File: src/logic/emb_pkg.sv
// constants and types of the sixteen-bit external memory bus
package emb_pkg;

	localparam int ADDR_W = 16;
	localparam int DATA_W = 16;
	localparam int BYTE_W = 8;

	// write_mode_select encodings of memory_interface_control
	localparam logic [1:0] WM_BYTE_WRITE  = 2'h0;
	localparam logic [1:0] WM_BYTE_SELECT = 2'h1;
	localparam logic [1:0] WM_WORD_WRITE  = 2'h2;

	localparam int CLK_PERIOD_NS = 4;
	// least width of the read or write strobe phase
	localparam int DATA_TIME_NS  = 12;
	localparam int DATA_CYCLES_I = (DATA_TIME_NS + CLK_PERIOD_NS - 1) / CLK_PERIOD_NS;
	localparam int CNT_W         = 2;
	localparam logic [CNT_W-1:0] DATA_LAST = CNT_W'(DATA_CYCLES_I - 1);
	localparam logic [CNT_W-1:0] CNT_ZERO  = CNT_W'(0);

	localparam int SYNC_STAGES = 2;

	typedef enum logic [3:0] {
		ST_IDLE = 4'h1,
		ST_ADDR = 4'h2,
		ST_DATA = 4'h4,
		ST_END  = 4'h8
	} emb_state_e;

	typedef struct packed {
		emb_state_e          st;
		logic [CNT_W-1:0]    cnt;
		logic                is_wr;
		logic                strobe_hi;
		logic [ADDR_W-1:0]   addr;
		logic [DATA_W-1:0]   wdata;
		logic [BYTE_W-1:0]   hold_byte;
		logic                ext_en;
		logic                cfg_taken;
		logic                ale;
		logic                oe_n;
		logic                ce_n;
		logic                wrh_n;
		logic                wrl_n;
		logic                ub_n;
		logic                lb_n;
		logic                ba0;
		logic [DATA_W-1:0]   ad_out;
		logic                ad_oe;
		logic [DATA_W-1:0]   rd_data;
		logic                rd_done;
		logic                wr_done;
		logic                ready;
	} emb_regs_s;

endpackage

File: src/logic/emb_sync.sv
// two-stage synchroniser for pin inputs
`timescale 1ns/1ps
`default_nettype none
module emb_sync
	import emb_pkg::*;
#(
	parameter int WIDTH = 1
) (
	input  wire logic             ref_clk,
	input  wire logic             rst_n,
	input  wire logic [WIDTH-1:0] async_in,
	output var  logic [WIDTH-1:0] sync_out
);

	logic [WIDTH-1:0] meta_reg;

	// first stage feeds only the second stage
	always_ff @(posedge ref_clk or negedge rst_n) begin
		if (!rst_n) begin
			meta_reg <= '0;
			sync_out <= '0;
		end else begin
			meta_reg <= async_in;
			sync_out <= meta_reg;
		end
	end

endmodule
`default_nettype wire

File: src/logic/emb_bus.sv
// sixteen-bit multiplexed external memory bus engine
`timescale 1ns/1ps
`default_nettype none
module emb_bus
	import emb_pkg::*;
(
	input  wire logic              ref_clk,
	input  wire logic              rst_n,
	input  wire logic              cfg_bus16_en,
	input  wire logic              sleep_req,
	input  wire logic [1:0]        write_mode_select,
	input  wire logic              rd_req,
	input  wire logic [ADDR_W-1:0] rd_addr,
	input  wire logic              table_write_instruction,
	input  wire logic [ADDR_W-1:0] table_pointer,
	input  wire logic [BYTE_W-1:0] table_latch_data,
	input  wire logic [DATA_W-1:0] muxed_addr_data_bus_in,
	output logic [DATA_W-1:0]      muxed_addr_data_bus_out,
	output logic                   muxed_addr_data_bus_oe,
	output logic                   addr_latch_strobe,
	output logic                   read_strobe_n,
	output logic                   chip_select_n,
	output logic                   write_strobe_high_n,
	output logic                   write_strobe_low_n,
	output logic                   upper_byte_select_n,
	output logic                   lower_byte_select_n,
	output logic                   byte_address_bit,
	output logic [DATA_W-1:0]      rd_data,
	output logic                   rd_done,
	output logic                   wr_done,
	output logic                   req_ready
);

	emb_regs_s         r_reg;
	emb_regs_s         r_next;
	logic [DATA_W-1:0] bus_in_sync;
	logic              strap_sync;

	// edges after reset release before the synchronised strap can be trusted
	localparam logic [CNT_W-1:0] STRAP_WAIT = CNT_W'(SYNC_STAGES);

	emb_sync #(.WIDTH(DATA_W)) u_sync_bus (
		.ref_clk  (ref_clk),
		.rst_n    (rst_n),
		.async_in (muxed_addr_data_bus_in),
		.sync_out (bus_in_sync)
	);

	emb_sync #(.WIDTH(1)) u_sync_strap (
		.ref_clk  (ref_clk),
		.rst_n    (rst_n),
		.async_in (cfg_bus16_en),
		.sync_out (strap_sync)
	);

	always_comb begin
		r_next         = r_reg;
		r_next.rd_done = 1'b0;
		r_next.wr_done = 1'b0;

		// the mode strap is taken once, only after it has crossed both sync
		// stages; taking it earlier would see the synchroniser's reset level
		// later pin changes are ignored so the mode cannot move at run time
		if (!r_reg.cfg_taken) begin
			if (r_reg.cnt == STRAP_WAIT) begin
				r_next.cfg_taken = 1'b1;
				r_next.ext_en    = strap_sync;
				r_next.cnt       = CNT_ZERO;
			end else begin
				r_next.cnt = r_reg.cnt + CNT_W'(1);
			end
		end

		case (r_reg.st)
			ST_IDLE: begin
				if (r_reg.ready && !sleep_req) begin
					if (rd_req) begin
						r_next.st    = ST_ADDR;
						r_next.is_wr = 1'b0;
						r_next.addr  = rd_addr;
					end else if (table_write_instruction) begin
						r_next.is_wr     = 1'b1;
						r_next.addr      = table_pointer;
						r_next.strobe_hi = table_pointer[0];
						r_next.wdata     = {table_latch_data, table_latch_data};
						if (write_mode_select == WM_BYTE_WRITE ||
						    write_mode_select == WM_BYTE_SELECT) begin
							r_next.st = ST_ADDR;
						end else if (!table_pointer[0]) begin
							// word write: even byte waits for its odd partner
							r_next.hold_byte = table_latch_data;
							r_next.wr_done   = 1'b1;
						end else begin
							r_next.st        = ST_ADDR;
							r_next.strobe_hi = 1'b1;
							r_next.wdata     = {table_latch_data, r_reg.hold_byte};
						end
					end
				end
			end
			ST_ADDR: begin
				r_next.st  = ST_DATA;
				r_next.cnt = CNT_ZERO;
			end
			ST_DATA: begin
				if (r_reg.cnt == DATA_LAST) begin
					r_next.st = ST_END;
					if (!r_reg.is_wr) begin
						r_next.rd_data = bus_in_sync;
					end
				end else begin
					r_next.cnt = r_reg.cnt + CNT_W'(1);
				end
			end
			ST_END: begin
				r_next.st      = ST_IDLE;
				r_next.rd_done = !r_reg.is_wr;
				r_next.wr_done = r_reg.is_wr;
			end
			default: begin
				r_next.st = ST_IDLE;
			end
		endcase

		// sleep abandons an access without a done pulse
		if (sleep_req) begin
			r_next.st      = ST_IDLE;
			r_next.rd_done = 1'b0;
			r_next.wr_done = 1'b0;
		end

		// pin levels follow the state being entered so they leave flops cleanly
		r_next.ale    = (r_next.st == ST_ADDR);
		r_next.ce_n   = (r_next.st == ST_IDLE) || sleep_req;
		r_next.oe_n   = !(r_next.st == ST_DATA && !r_next.is_wr);
		r_next.wrh_n  = 1'b1;
		r_next.wrl_n  = 1'b1;
		r_next.ub_n   = 1'b1;
		r_next.lb_n   = 1'b1;
		r_next.ba0    = 1'b0;
		r_next.ad_oe  = 1'b0;
		r_next.ad_out = r_reg.ad_out;
		r_next.ready  = (r_next.st == ST_IDLE) && r_next.ext_en && !sleep_req;

		case (r_next.st)
			ST_ADDR: begin
				r_next.ad_oe  = 1'b1;
				r_next.ad_out = r_next.addr;
			end
			ST_DATA: begin
				// reads release the bus; writes redrive it with data
				r_next.ad_oe  = r_next.is_wr;
				r_next.ad_out = r_next.wdata;
				if (!r_next.is_wr) begin
					r_next.ub_n = 1'b0;
					r_next.lb_n = 1'b0;
				end else if (write_mode_select == WM_BYTE_SELECT) begin
					r_next.wrh_n = 1'b0;
					r_next.ba0   = r_next.addr[0];
					r_next.ub_n  = !r_next.addr[0];
					r_next.lb_n  = r_next.addr[0];
				end else if (write_mode_select == WM_BYTE_WRITE) begin
					r_next.wrh_n = !r_next.strobe_hi;
					r_next.wrl_n = r_next.strobe_hi;
				end else begin
					r_next.wrh_n = 1'b0;
				end
			end
			ST_END: begin
				// writes keep data one cycle past the strobe's rising edge
				r_next.ad_oe  = r_next.is_wr;
				r_next.ad_out = r_next.wdata;
				r_next.ba0    = r_reg.ba0;
			end
			default: begin
				r_next.ad_oe = 1'b0;
			end
		endcase
	end

	always_ff @(posedge ref_clk or negedge rst_n) begin
		if (!rst_n) begin
			r_reg       <= '0;
			r_reg.st    <= ST_IDLE;
			r_reg.oe_n  <= 1'b1;
			r_reg.ce_n  <= 1'b1;
			r_reg.wrh_n <= 1'b1;
			r_reg.wrl_n <= 1'b1;
			r_reg.ub_n  <= 1'b1;
			r_reg.lb_n  <= 1'b1;
		end else begin
			r_reg <= r_next;
		end
	end

	assign muxed_addr_data_bus_out = r_reg.ad_out;
	assign muxed_addr_data_bus_oe  = r_reg.ad_oe;
	assign addr_latch_strobe       = r_reg.ale;
	assign read_strobe_n           = r_reg.oe_n;
	assign chip_select_n           = r_reg.ce_n;
	assign write_strobe_high_n     = r_reg.wrh_n;
	assign write_strobe_low_n      = r_reg.wrl_n;
	assign upper_byte_select_n     = r_reg.ub_n;
	assign lower_byte_select_n     = r_reg.lb_n;
	assign byte_address_bit        = r_reg.ba0;
	assign rd_data                 = r_reg.rd_data;
	assign rd_done                 = r_reg.rd_done;
	assign wr_done                 = r_reg.wr_done;
	assign req_ready               = r_reg.ready;

endmodule
`default_nettype wire

File: config.mk
export PLATFORM = sky130hd
export DESIGN_NAME = emb_bus
export DESIGN_NICKNAME = d
export VERILOG_FILES = /design/src/logic/emb_pkg.sv /design/src/logic/emb_sync.sv /design/src/logic/emb_bus.sv
export SDC_FILE = /design/constraint.sdc
export NUM_CORES = 1
export LEC_CHECK = 0
export ABC_AREA = 1
export BUFFER_PORTS_ARGS = -buffer_cell sky130_fd_sc_hd__buf_2
export CORE_ASPECT_RATIO = 0.75
export CORE_UTILIZATION = 50
export DETAILED_ROUTE_END_ITERATION = 8
export PLACE_DENSITY = 0.8
export SLEW_MARGIN = 15
export SYNTH_ARGS = -nofsm -noshare
export SYNTH_HDL_FRONTEND = slang
export SYNTH_SLANG_ARGS = --single-unit
File: constraint.sdc
create_clock -name ref_clk -period 1.51 [get_ports ref_clk]
set_input_delay 0.151 -clock ref_clk [delete_from_list [all_inputs] [get_ports ref_clk]]
set_output_delay 0.151 -clock ref_clk [all_outputs]
set_load 0.02 [all_outputs]
==> results of run 1 <==
-- layout by cell type (no fill, tap or decap), drive strengths merged, types with 2 or more instances in the layout --
cell | netlist | routed
dlygate4sd3 | 0 | 18
and2 | 31 | 31
buf | 48 | 146
or2 | 2 | 2
inv | 65 | 65
clkbuf | 6 | 27
clkinv | 0 | 3
nand2 | 166 | 167
bufinv | 0 | 2
o21ai | 36 | 36
nor2 | 20 | 20
a21oi | 2 | 2
dfrtp | 121 | 121
nor3 | 2 | 2
dfstp | 7 | 7
nand3 | 119 | 121
-- cells by family after synthesis --
kind of cell | synth area share
and+or+nand+nor | 0.292
DFF | 0.563
buffers and inverters | 0.109
AOI/OAI and AO/OA | 0.0358
-- cell usage after synthesis, types with 7 or more instances --
cell type and instances:
nand2_1 161, and2_1 31, nand3_1 117, inv_1 57, buf_4 38, dfrtp_1 121, o21ai_0 28, nor2_1 10
dfstp_2 7, inv_2 7, buf_2 7, o21ai_1 8
-- final timing paths --
path / start / cells past startpoint / slack [ps] / end
min: sleep_req / 2 / 10 / wr_done
max reg2reg: r_reg[90] / 10 / -160 / muxed_addr_data_bus_out[7]
max in group asynchronous: rst_n / 3 / 650 / r_reg[90]
min reg2reg: u_sync_bus.meta_reg[0] / 0 / 340 / u_sync_bus.sync_out[0]
max: r_reg[90] / 10 / -160 / muxed_addr_data_bus_out[7]
min in group asynchronous: rst_n / 2 / 230 / rd_data[3]
-- final cells by class --
| cell class | count | area, µm² | area share |
|---|---|---|---|
| clock buffers | 25 | 475 | 0.0599 |
| well taps | 140 | 175 | 0.0221 |
| diodes | 1 | 2.50 | 0.000315 |
| multi-input cells | 384 | 2430 | 0.307 |
| repair buffers | 166 | 1300 | 0.164 |
| clock inverters | 6 | 82.6 | 0.0104 |
| inverters | 65 | 251 | 0.0317 |
| flip-flops and latches | 128 | 3210 | 0.405 |
-- through the flow --
step	cells	utilization	setup TNS, ps	power (mW)	instance area [µm²]
floorplan	628	-	0	5.24	5700
global placement	847	0.573	-778	5.57	6320
detailed placement	847	0.573	-4980	5.64	6320
CTS	904	0.670	-2150	9.70	7380
global route	914	0.720	-10340	10.4	7930
finish	915	0.720	-5360	10.1	7940
-- power breakdown --
part / total, mW / switching (mW) / internal [mW]
clock: 3.94 / 1.44 / 2.50
sequential: 4.13 / 0.248 / 3.88
combinational: 1.99 / 1.18 / 0.814
total: 10.1 / 2.87 / 7.19
-- timing repair --
action | in CTS | in global routing
hold buffers | 18 | 0
setup endpoints to repair | 77 | 82
gates cloned | 2 | 5
hold endpoints to repair | 46 | 0
pin swaps | 22 | 40
gates resized for setup | 63 | 99
setup buffers | 6 | 6
-- routing by layer --
layer,routed length (µm),share of wire,up-vias,track usage
met2,8080,0.49,272,0.425
met3,1160,0.070,60,0.0754
met5,0,0,-,0
li1,-,-,2251,-
met1,6710,0.41,2430,0.324
met4,557,0.034,0,0.115
==> key figures, run 1 <==
STA
  • Fmax: roughly 0.6 GHz
  • Max-slew headroom: 0.651
  • RSZ-0062 raised after global routing: true
  • Slew of the pin with the lowest slew margin: 518 ps
  • Final hold vios: 0
  • Final worst slack: -158 ps
  • Clock Skew: approximately 11 ps
  • Fin crit share: 1.10
  • Setup Viol. Count Final: between 70 and 80
  • Pins Over Slew Limit: 0
  • Period minus WS final: around 1700 ps
  • Hold Slack: around 12 ps

Cells and area
  • Area growth, synth to finish: 39.2%
  • Fillers: slightly below 700
  • # nets final: a little over 800
  • Share of layout cells above drive strength 1: 0.398
  • Max reg flops: between 40 and 50

CTS
  • Clock tree sinks: roughly 130
  • H-tree depth: 4
  • Clock Path Buffers: 2
  • Clock insertion delay at the later pin of the skew report: around 420 ps
  • CTS Root Cell: clkbuf_16
  • Clock transition at path regs: roughly 60 ps
  • Cts bufs inserted: 17
  • CTS tree: yes

Floorplanning
  • Site Rows: 33
  • Starting Density: 0.517
  • Die Y: between 90 and 100 µm
  • IO Pins: roughly 110
  • Core area: ~11000 µm²
  • Die W: 125 µm
  • Die ar.: 11800 µm²

Route
  • DRT antenna net count: 0
  • DRC errors left: 8
  • Via count: between 5k and 6k
  • DR WL/cell: between 15 and 20 µm
  • Routed WL: ~17000 µm
  • Pre-antenna DRT Iters: 8
  • Starting DRT DRC Count: 426
  • Via density: roughly 5.5

Power and ir drop
  • P_leak: around 4 nW
  • Pwr Density: about 1300 nW/µm²
  • Peak supply drop: 0.000914 V

Synth
  • Cell variety after synth: 28
  • Share of Yosys cell area claimed by the top area cell type: 0.531
  • Yosys Warn Count: 0
  • Post-Syn Instances: around 630
  • Post-synth EDFFs: 0
  • Synth Register Bits: around 130
  • Synth area leaders: dfrtp_1 53%, nand2_1 11%, nand3_1 10%
  • Net count after synthesis: just under 700
  • Share of flip-flops with an asynchronous set or reset: 1.00
  • Synthesized cell area: about 5700 µm²
  • Post-synthesis sequential area ratio: 0.563
  • Syn avg cell area: 9.08 µm²
  • Synth area leader: dfrtp_1
  • Primary FF master, synth: dfrtp_1

Global route
  • Largest net degree at the start of global routing: 40
  • Antenna violations before repair: 0
  • First-pass GRT wire length: between 20000 and 25000 µm
  • Gr usage total: 0.259
  • Total grt overflow: 0
  • Vias in the first global route: approximately 4.7k

Worst setup path
  • Crit path largest cell delay: ~540 ps
  • Max FO, Critical Path: 9
  • Kind of cell adding the most delay to the critical path: simple AND/OR/NAND/NOR gates
  • Crit path cell chain: inv_2 > nor2_4 > nand2_4 > nor2_8 > buf_6 > nand2_8 > buf_12 > nand2_2 > nand3_1 > nand3_2
  • Critical path arrival: between 2000 and 2500 ps
  • Slowest cell on the critical path: dfstp_2
  • Crit path buf inv count: 3
  • Crit path kind: register to register
  • Worst setup EP type: register
  • Req. time, crit path: roughly 1900 ps
  • Startpoint Class: register

Placement
  • Hpwl dp: ~9100 µm
  • Pre-CTS WS: -142 ps
  • I/O Buffers: about 110
  • RePlAce Congestion: 0.842

Min path
  • HP Class: input pin to register

Job
  • Max-Cap Viols: 0

Run status
  • Status: finished with violations
  • Violated checks: DRC, setup timing
(Power assumes the default switching activity.)
==> inputs of run 2 (changes only) <==
- CORE_UTILIZATION: 50 -> 45
- CTS_BUF_LIST: not set -> sky130_fd_sc_hd__clkbuf_8
- PLACE_DENSITY: 0.8 -> 0.74
- SLEW_MARGIN: 15 -> 20
==> key figures, run 2 (synthesis gave the netlist of run 1 again) <==
Floorplanning
  • Die Y: roughly 99 µm
  • Die W: between 100 and 150 µm
  • Die ar.: 13100 µm²
  • Core area: about 12000 µm²
  • Starting Density: 0.463
  • Site Rows: 35
  • IO Pins: 108

Worst setup path
  • Critical path arrival: 2000 ps
  • Crit path cell chain: inv_2 > nor2_2 > nand2_2 > nor2_8 > buf_12 > nand2_8 > buf_12 > nand2_4 > nand3_2 > nand3_2
  • Crit path buf inv count: 3
  • Slowest cell on the critical path: dfstp_2
  • Startpoint Class: register
  • Kind of cell adding the most delay to the critical path: simple AND/OR/NAND/NOR gates
  • Worst setup EP type: register
  • Reg-to-reg setup timing slack: -110 ps
  • Worst r2r src: r_reg[90]
  • Crit path kind: register to register
  • Max FO, Critical Path: 6
  • Req. time, crit path: 1900 ps
  • RR Endpoint: muxed_addr_data_bus_out[3]
  • R2R cell count: 10
  • Crit path largest cell delay: 560 ps

Cells and area
  • Most frequent cells in the layout: 125 x nand2_1, 121 x dfrtp_1, 106 x buf_2
  • Ant diodes: 0
  • Layout Utilization: 0.655
  • Share of layout cells above drive strength 1: 0.431
  • Finished Layout Cells: around 960
  • Max reg flops: 49
  • # nets final: around 840
  • Area growth, synth to finish: 41.3%
  • Most common cell after layout, fill and taps aside: nand2_1

Global route
  • Gr usage total: 0.238
  • Total grt overflow: 0
  • First-pass GRT wire length: about 24000 µm
  • Vias in the first global route: approximately 4.7k
  • Largest net degree at the start of global routing: 55
  • Antenna violations before repair: 0

STA
  • RSZ-0062 raised after global routing: true
  • Fmax: 0.618 GHz
  • Period minus WS final: 1620 ps
  • Pins Over Slew Limit: 0
  • Clock Skew: 13.9 ps
  • Sum Neg Setup Slack: -3990 ps
  • Final worst slack: -108 ps
  • Max-slew headroom: 0.633
  • Final hold vios: 0
  • Fin crit share: 1.07
  • Slew of the pin with the lowest slew margin: around 540 ps
  • Setup Viol. Count Final: 73

Placement
  • Hpwl dp: around 9000 µm
  • I/O Buffers: 107
  • Pre-CTS WS: -91.1 ps
  • Dpl cells: a little under 900
  • RePlAce Congestion: 0.848

Route
  • Via density: 5.18
  • Via count: a little under 5k
  • Pre-antenna DRT Iters: 5
  • DR WL/cell: between 15 and 20 µm
  • DRT antenna net count: 0
  • Routed WL: between 15000 and 20000 µm
  • Starting DRT DRC Count: roughly 490
  • DRC errors left: 0

CTS
  • Clock insertion delay at the later pin of the skew report: roughly 450 ps
  • H-tree depth: 4
  • Cts bufs inserted: 17
  • CTS tree: yes
  • Clock Path Buffers: 2
  • Clock tree sinks: roughly 130
  • Clock transition at path regs: about 80 ps
  • CTS Root Cell: clkbuf_8

Power and ir drop
  • P_leak: slightly above 4 nW
  • Pwr Density: ~1200 nW/µm²
  • Peak supply drop: about 0.0006 V

Min path
  • Hold path start: table_latch_data[6]
  • HP Class: input pin to register
  • Hold Crit Depth: 3
  • Worst Hold Path EP: r_reg[52]

Job
  • Max-Cap Viols: 0

Run status
  • Violated checks: setup timing
  • Status: finished with violations
## run 2: cell count changes in the layout (fill, tap and decap cells not counted), moves of 4 or more
cell | previous run | this run
inv_6 | 1 | 5
clkbuf_8 | 2 | 17
nand3_2 | 26 | 48
clkbuf_1 | 6 | 0
nand2_1 | 120 | 125
clkinv_4 | 0 | 4
nand3_1 | 85 | 63
dlygate4sd3_1 | 18 | 25
buf_6 | 5 | 13
clkbuf_16 | 19 | 2
## run 2: worst max path at each step
stage / startpoint / end / slack (ps) / depth (start not counted)
3_3_place_gp: r_reg[90] / muxed_addr_data_bus_out[10] / -60 / 8
5_1_grt: r_reg[90] / muxed_addr_data_bus_out[9] / -180 / 9
4_1_cts: r_reg[90] / r_reg[49] / -90 / 9
2_1_floorplan: r_reg[90] / muxed_addr_data_bus_out[10] / 40 / 8
3_5_place_dp: r_reg[90] / muxed_addr_data_bus_out[3] / -90 / 9
6_report: r_reg[90] / muxed_addr_data_bus_out[3] / -110 / 10
## run 2: per-stage QoR
step           total power [mW]  hold WS (ps)  area [µm²]
6_report                   9.35          30.8        8060
5_1_grt                    9.75          22.6        8060
4_1_cts                    9.04          8.59        7530
3_5_place_dp               5.65         -13.1        6350
3_3_place_gp               5.59         -14.0        6350
2_1_floorplan              5.24          -145        5700
## run 2: layout make-up
class                   instances  area (µm²)
clock buffers                  17         234
clock inverters                15         185
fillers                       907        4250
inverters                      65         256
multi-input cells             384        2510
flip-flops and latches        128        3210
well taps                     166         208
repair buffers                182        1450
## run 2: where the power goes
| group | total [mW] | internal, mW | switching [mW] |
|---|---|---|---|
| registers | 4.14 | 3.87 | 0.270 |
| clock network | 3.15 | 1.65 | 1.50 |
| logic | 2.06 | 0.868 | 1.19 |
| total | 9.35 | 6.39 | 2.95 |
## run 2: per-layer routing
metal	up-vias	wire [µm]	track usage
li1	2272	-	-
met1	2420	6510	0.318
met2	224	7870	0.383
met3	38	1080	0.0474
met4	0	323	0.0966
met5	-	0	0
## run 2: timing repair
item / in CTS / in global routing
resized for setup: 74 / 101
endpoints found under the setup margin: 74 / 84
endpoints found under the hold margin: 148 / 0
hold buffers: 25 / 0
pin swaps: 30 / 45
buffers inserted: 14 / 8
cloned: 5 / 3
## run 2: worst min-delay path, delay by kind of cell
family                 cells  cell delay, ps
buffers and inverters      2             150
AO/OA/AOI/OAI              1             140
==> inputs of run 3 (changes only) <==
- ABC_AREA: 1 -> not set
- CORE_UTILIZATION: 45 -> 50
- PLACE_DENSITY: 0.74 -> 0.82
- TNS_END_PERCENT: not set -> 50
==> key figures, run 3 <==
Run status
  • Status: finished with violations
  • Violated checks: setup timing

Synth
  • Post-synth EDFFs: 0
  • Count leader, synth: dfrtp_1
  • Synthesized cell area: 4760 µm²
  • Synth Register Bits: around 110
  • Cell variety after synth: 45
  • Post-Syn Instances: about 380
  • Net count after synthesis: 443
  • Syn avg cell area: between 10 and 15 µm²
  • Share of Yosys cell area claimed by the top area cell type: 0.558
  • Leading cell types by count after synthesis: 106 x dfrtp_1, 33 x buf_4, 32 x nor2_1
  • Share of flip-flops with an asynchronous set or reset: 1.00
  • Yosys Warn Count: 0
  • Post-synthesis sequential area ratio: 0.596
  • Synth area leader: dfrtp_1
  • Synth area leaders: dfrtp_1 56%, mux2_2 6.4%, buf_4 5.2%
  • Primary FF master, synth: dfrtp_1

CTS
  • CTS tree: yes
  • H-tree depth: 4
  • Clock Path Buffers: 2
  • Clock insertion delay at the later pin of the skew report: 430 ps
  • Clock tree sinks: 113
  • CTS Root Cell: clkbuf_8
  • Cts bufs inserted: 17
  • Clock transition at path regs: roughly 70 ps

Route
  • Pre-antenna DRT Iters: 8
  • Via count: ~3.8k
  • Met3 Wirelength: 978 µm
  • Via density: 5.71
  • DR WL/cell: ~21 µm
  • Starting DRT DRC Count: ~290
  • M1 wire length: 5730 µm
  • DRT antenna net count: 0
  • Highest routed layer: met4
  • Routed WL: between 10000 and 15000 µm
  • DRC errors left: 0
  • WL met2: 6410 µm

Cells and area
  • Share of layout cells above drive strength 1: 0.520
  • Cell area after layout: around 6500 µm²
  • Finished Layout Cells: between 600 and 700
  • Max reg flops: 34
  • Area growth, synth to finish: 36.8%
  • Fillers: 572
  • Ant diodes: 0
  • Most common cell after layout, fill and taps aside: buf_2
  • Most frequent cells in the layout: 106 x buf_2, 104 x dfrtp_1, 33 x buf_4
  • # nets final: 584
  • Layout Utilization: 0.713

Global route
  • Largest net degree at the start of global routing: approximately 40
  • Total grt overflow: 0
  • Vias in the first global route: ~3.8k
  • First-pass GRT wire length: 20500 µm
  • Antenna violations before repair: 0
  • Gr usage total: 0.285

Worst setup path
  • Req. time, crit path: about 1800 ps
  • RR Endpoint: muxed_addr_data_bus_out[2]
  • Startpoint Class: register
  • Slowest cell on the critical path: dfrtp_2
  • Crit path kind: register to register
  • Worst r2r src: r_reg[93]
  • Max FO, Critical Path: 6
  • Critical path arrival: roughly 2200 ps
  • Worst setup EP type: register
  • Critical path origin: r_reg[93]
  • R2R cell count: 6
  • Reg-to-reg setup timing slack: -360 ps
  • Critical Path Sink: muxed_addr_data_bus_out[2]
  • Crit path largest cell delay: between 400 and 500 ps
  • Crit path cell chain: nand4bb_4 > nor2_2 > nand2_1 > buf_4 > o221a_2 > a32o_1

Job
  • Max-Cap Viols: 0

STA
  • Max-slew headroom: 0.787
  • Pins Over Slew Limit: 0
  • Period minus WS final: 1870 ps
  • RSZ-0062 raised after global routing: true
  • Sum Neg Setup Slack: -16030 ps
  • Final worst slack: -362 ps
  • Fmax: between 0.5 and 0.6 GHz
  • Clock Skew: approximately 10 ps
  • Hold Slack: 39.3 ps
  • Setup Viol. Count Final: 70
  • Final hold vios: 0
  • Slew of the pin with the lowest slew margin: around 310 ps
  • Fin crit share: 1.24

Floorplanning
  • Core area: just over 9000 µm²
  • IO Pins: 108
  • Starting Density: 0.521
  • Die W: roughly 110 µm
  • Die ar.: slightly below 10000 µm²
  • Die Y: between 80 and 90 µm
  • Site Rows: 30

Placement
  • Pre-CTS WS: -344 ps
  • Hpwl dp: 8130 µm
  • Dpl cells: between 500 and 600
  • Post-DP Area: ~5600 µm²
  • RePlAce Congestion: between 0.8 and 0.9
  • I/O Buffers: between 100 and 150

Power and ir drop
  • P_leak: between 3 and 4 nW
  • Peak supply drop: ~0.00069 V
  • Pwr Density: around 1200 nW/µm²
  • Pwr Total: ~8 mW

Min path
  • HP Class: input pin to register
==> run 3: changes by cell type after synthesis, sizes merged, moves of 14 or more <==
cell    delta
inv       -61
o21ai     -31
nand2    -154
a32o      +16
dfrtp     -15
nor2      +14
mux2      +35
a21oi     +15
nor3      +16
o21bai    +15
o221a     +15
nand3    -118
and2      -29
==> run 3: area by class of cell <==
class / instances / area (µm²) / share of cell area
Sequential cell: 113 / 2840 / 0.437
Clock buffer: 20 / 275 / 0.0423
Multi-Input combinational cell: 209 / 1820 / 0.280
Inverter: 4 / 15.0 / 0.00231
Tap cell: 128 / 160 / 0.0246
Clock inverter: 12 / 179 / 0.0275
Timing Repair Buffer: 175 / 1210 / 0.186
==> run 3: cells by family after synthesis <==
kind of cell    after synthesis  share of synthesized area
mux                          43                     0.0997
buf+inv                      58                     0.0745
compound gates               74                      0.127
simple gates                 91                      0.103
flops                       113                      0.596
==> run 3: layer usage <==
metal / global-route usage / vias up
li1: - / 1617
met1: 0.372 / 1894
met2: 0.440 / 224
met3: 0.0818 / 39
met4: 0.146 / 0
met5: 0 / -
==> run 3: worst min path at each step <==
stage / from / end / slack [ps] / cells after the start
finish: table_latch_data[3] / r_reg[49] / 40 / 2
global placement: rst_n / u_sync_bus.meta_reg[4] / 4 / 1
global route: table_latch_data[3] / r_reg[49] / 10 / 2
floorplan: rst_n / async pin / -140 / 0
CTS: table_latch_data[3] / r_reg[49] / 8 / 2
detailed placement: rst_n / rd_data[4] / 7 / 1
==> run 3: what timing repair did <==
item                       CTS  global route
setup endpoints to repair   68            72
cloned                       0             2
gates resized for setup     25            15
buffers inserted             1             4
pin swaps                    3             3
hold buffers                24             0
hold endpoints to repair   131             0
==> run 3: power breakdown <==
group	internal (mW)	switching (mW)	total [mW]
sequential	3.32	0.175	3.49
clock	1.94	1.28	3.22
combinational	0.576	0.645	1.22
total	5.83	2.10	7.93
==> run 3: critical path: cells and delay by family (launching register included) <==
family | cells | cell delay (ps)
flip-flops | 1 | 470
AND/OR/NAND/NOR | 3 | 610
AO/OA/AOI/OAI | 2 | 470
buffers and inverters | 1 | 190
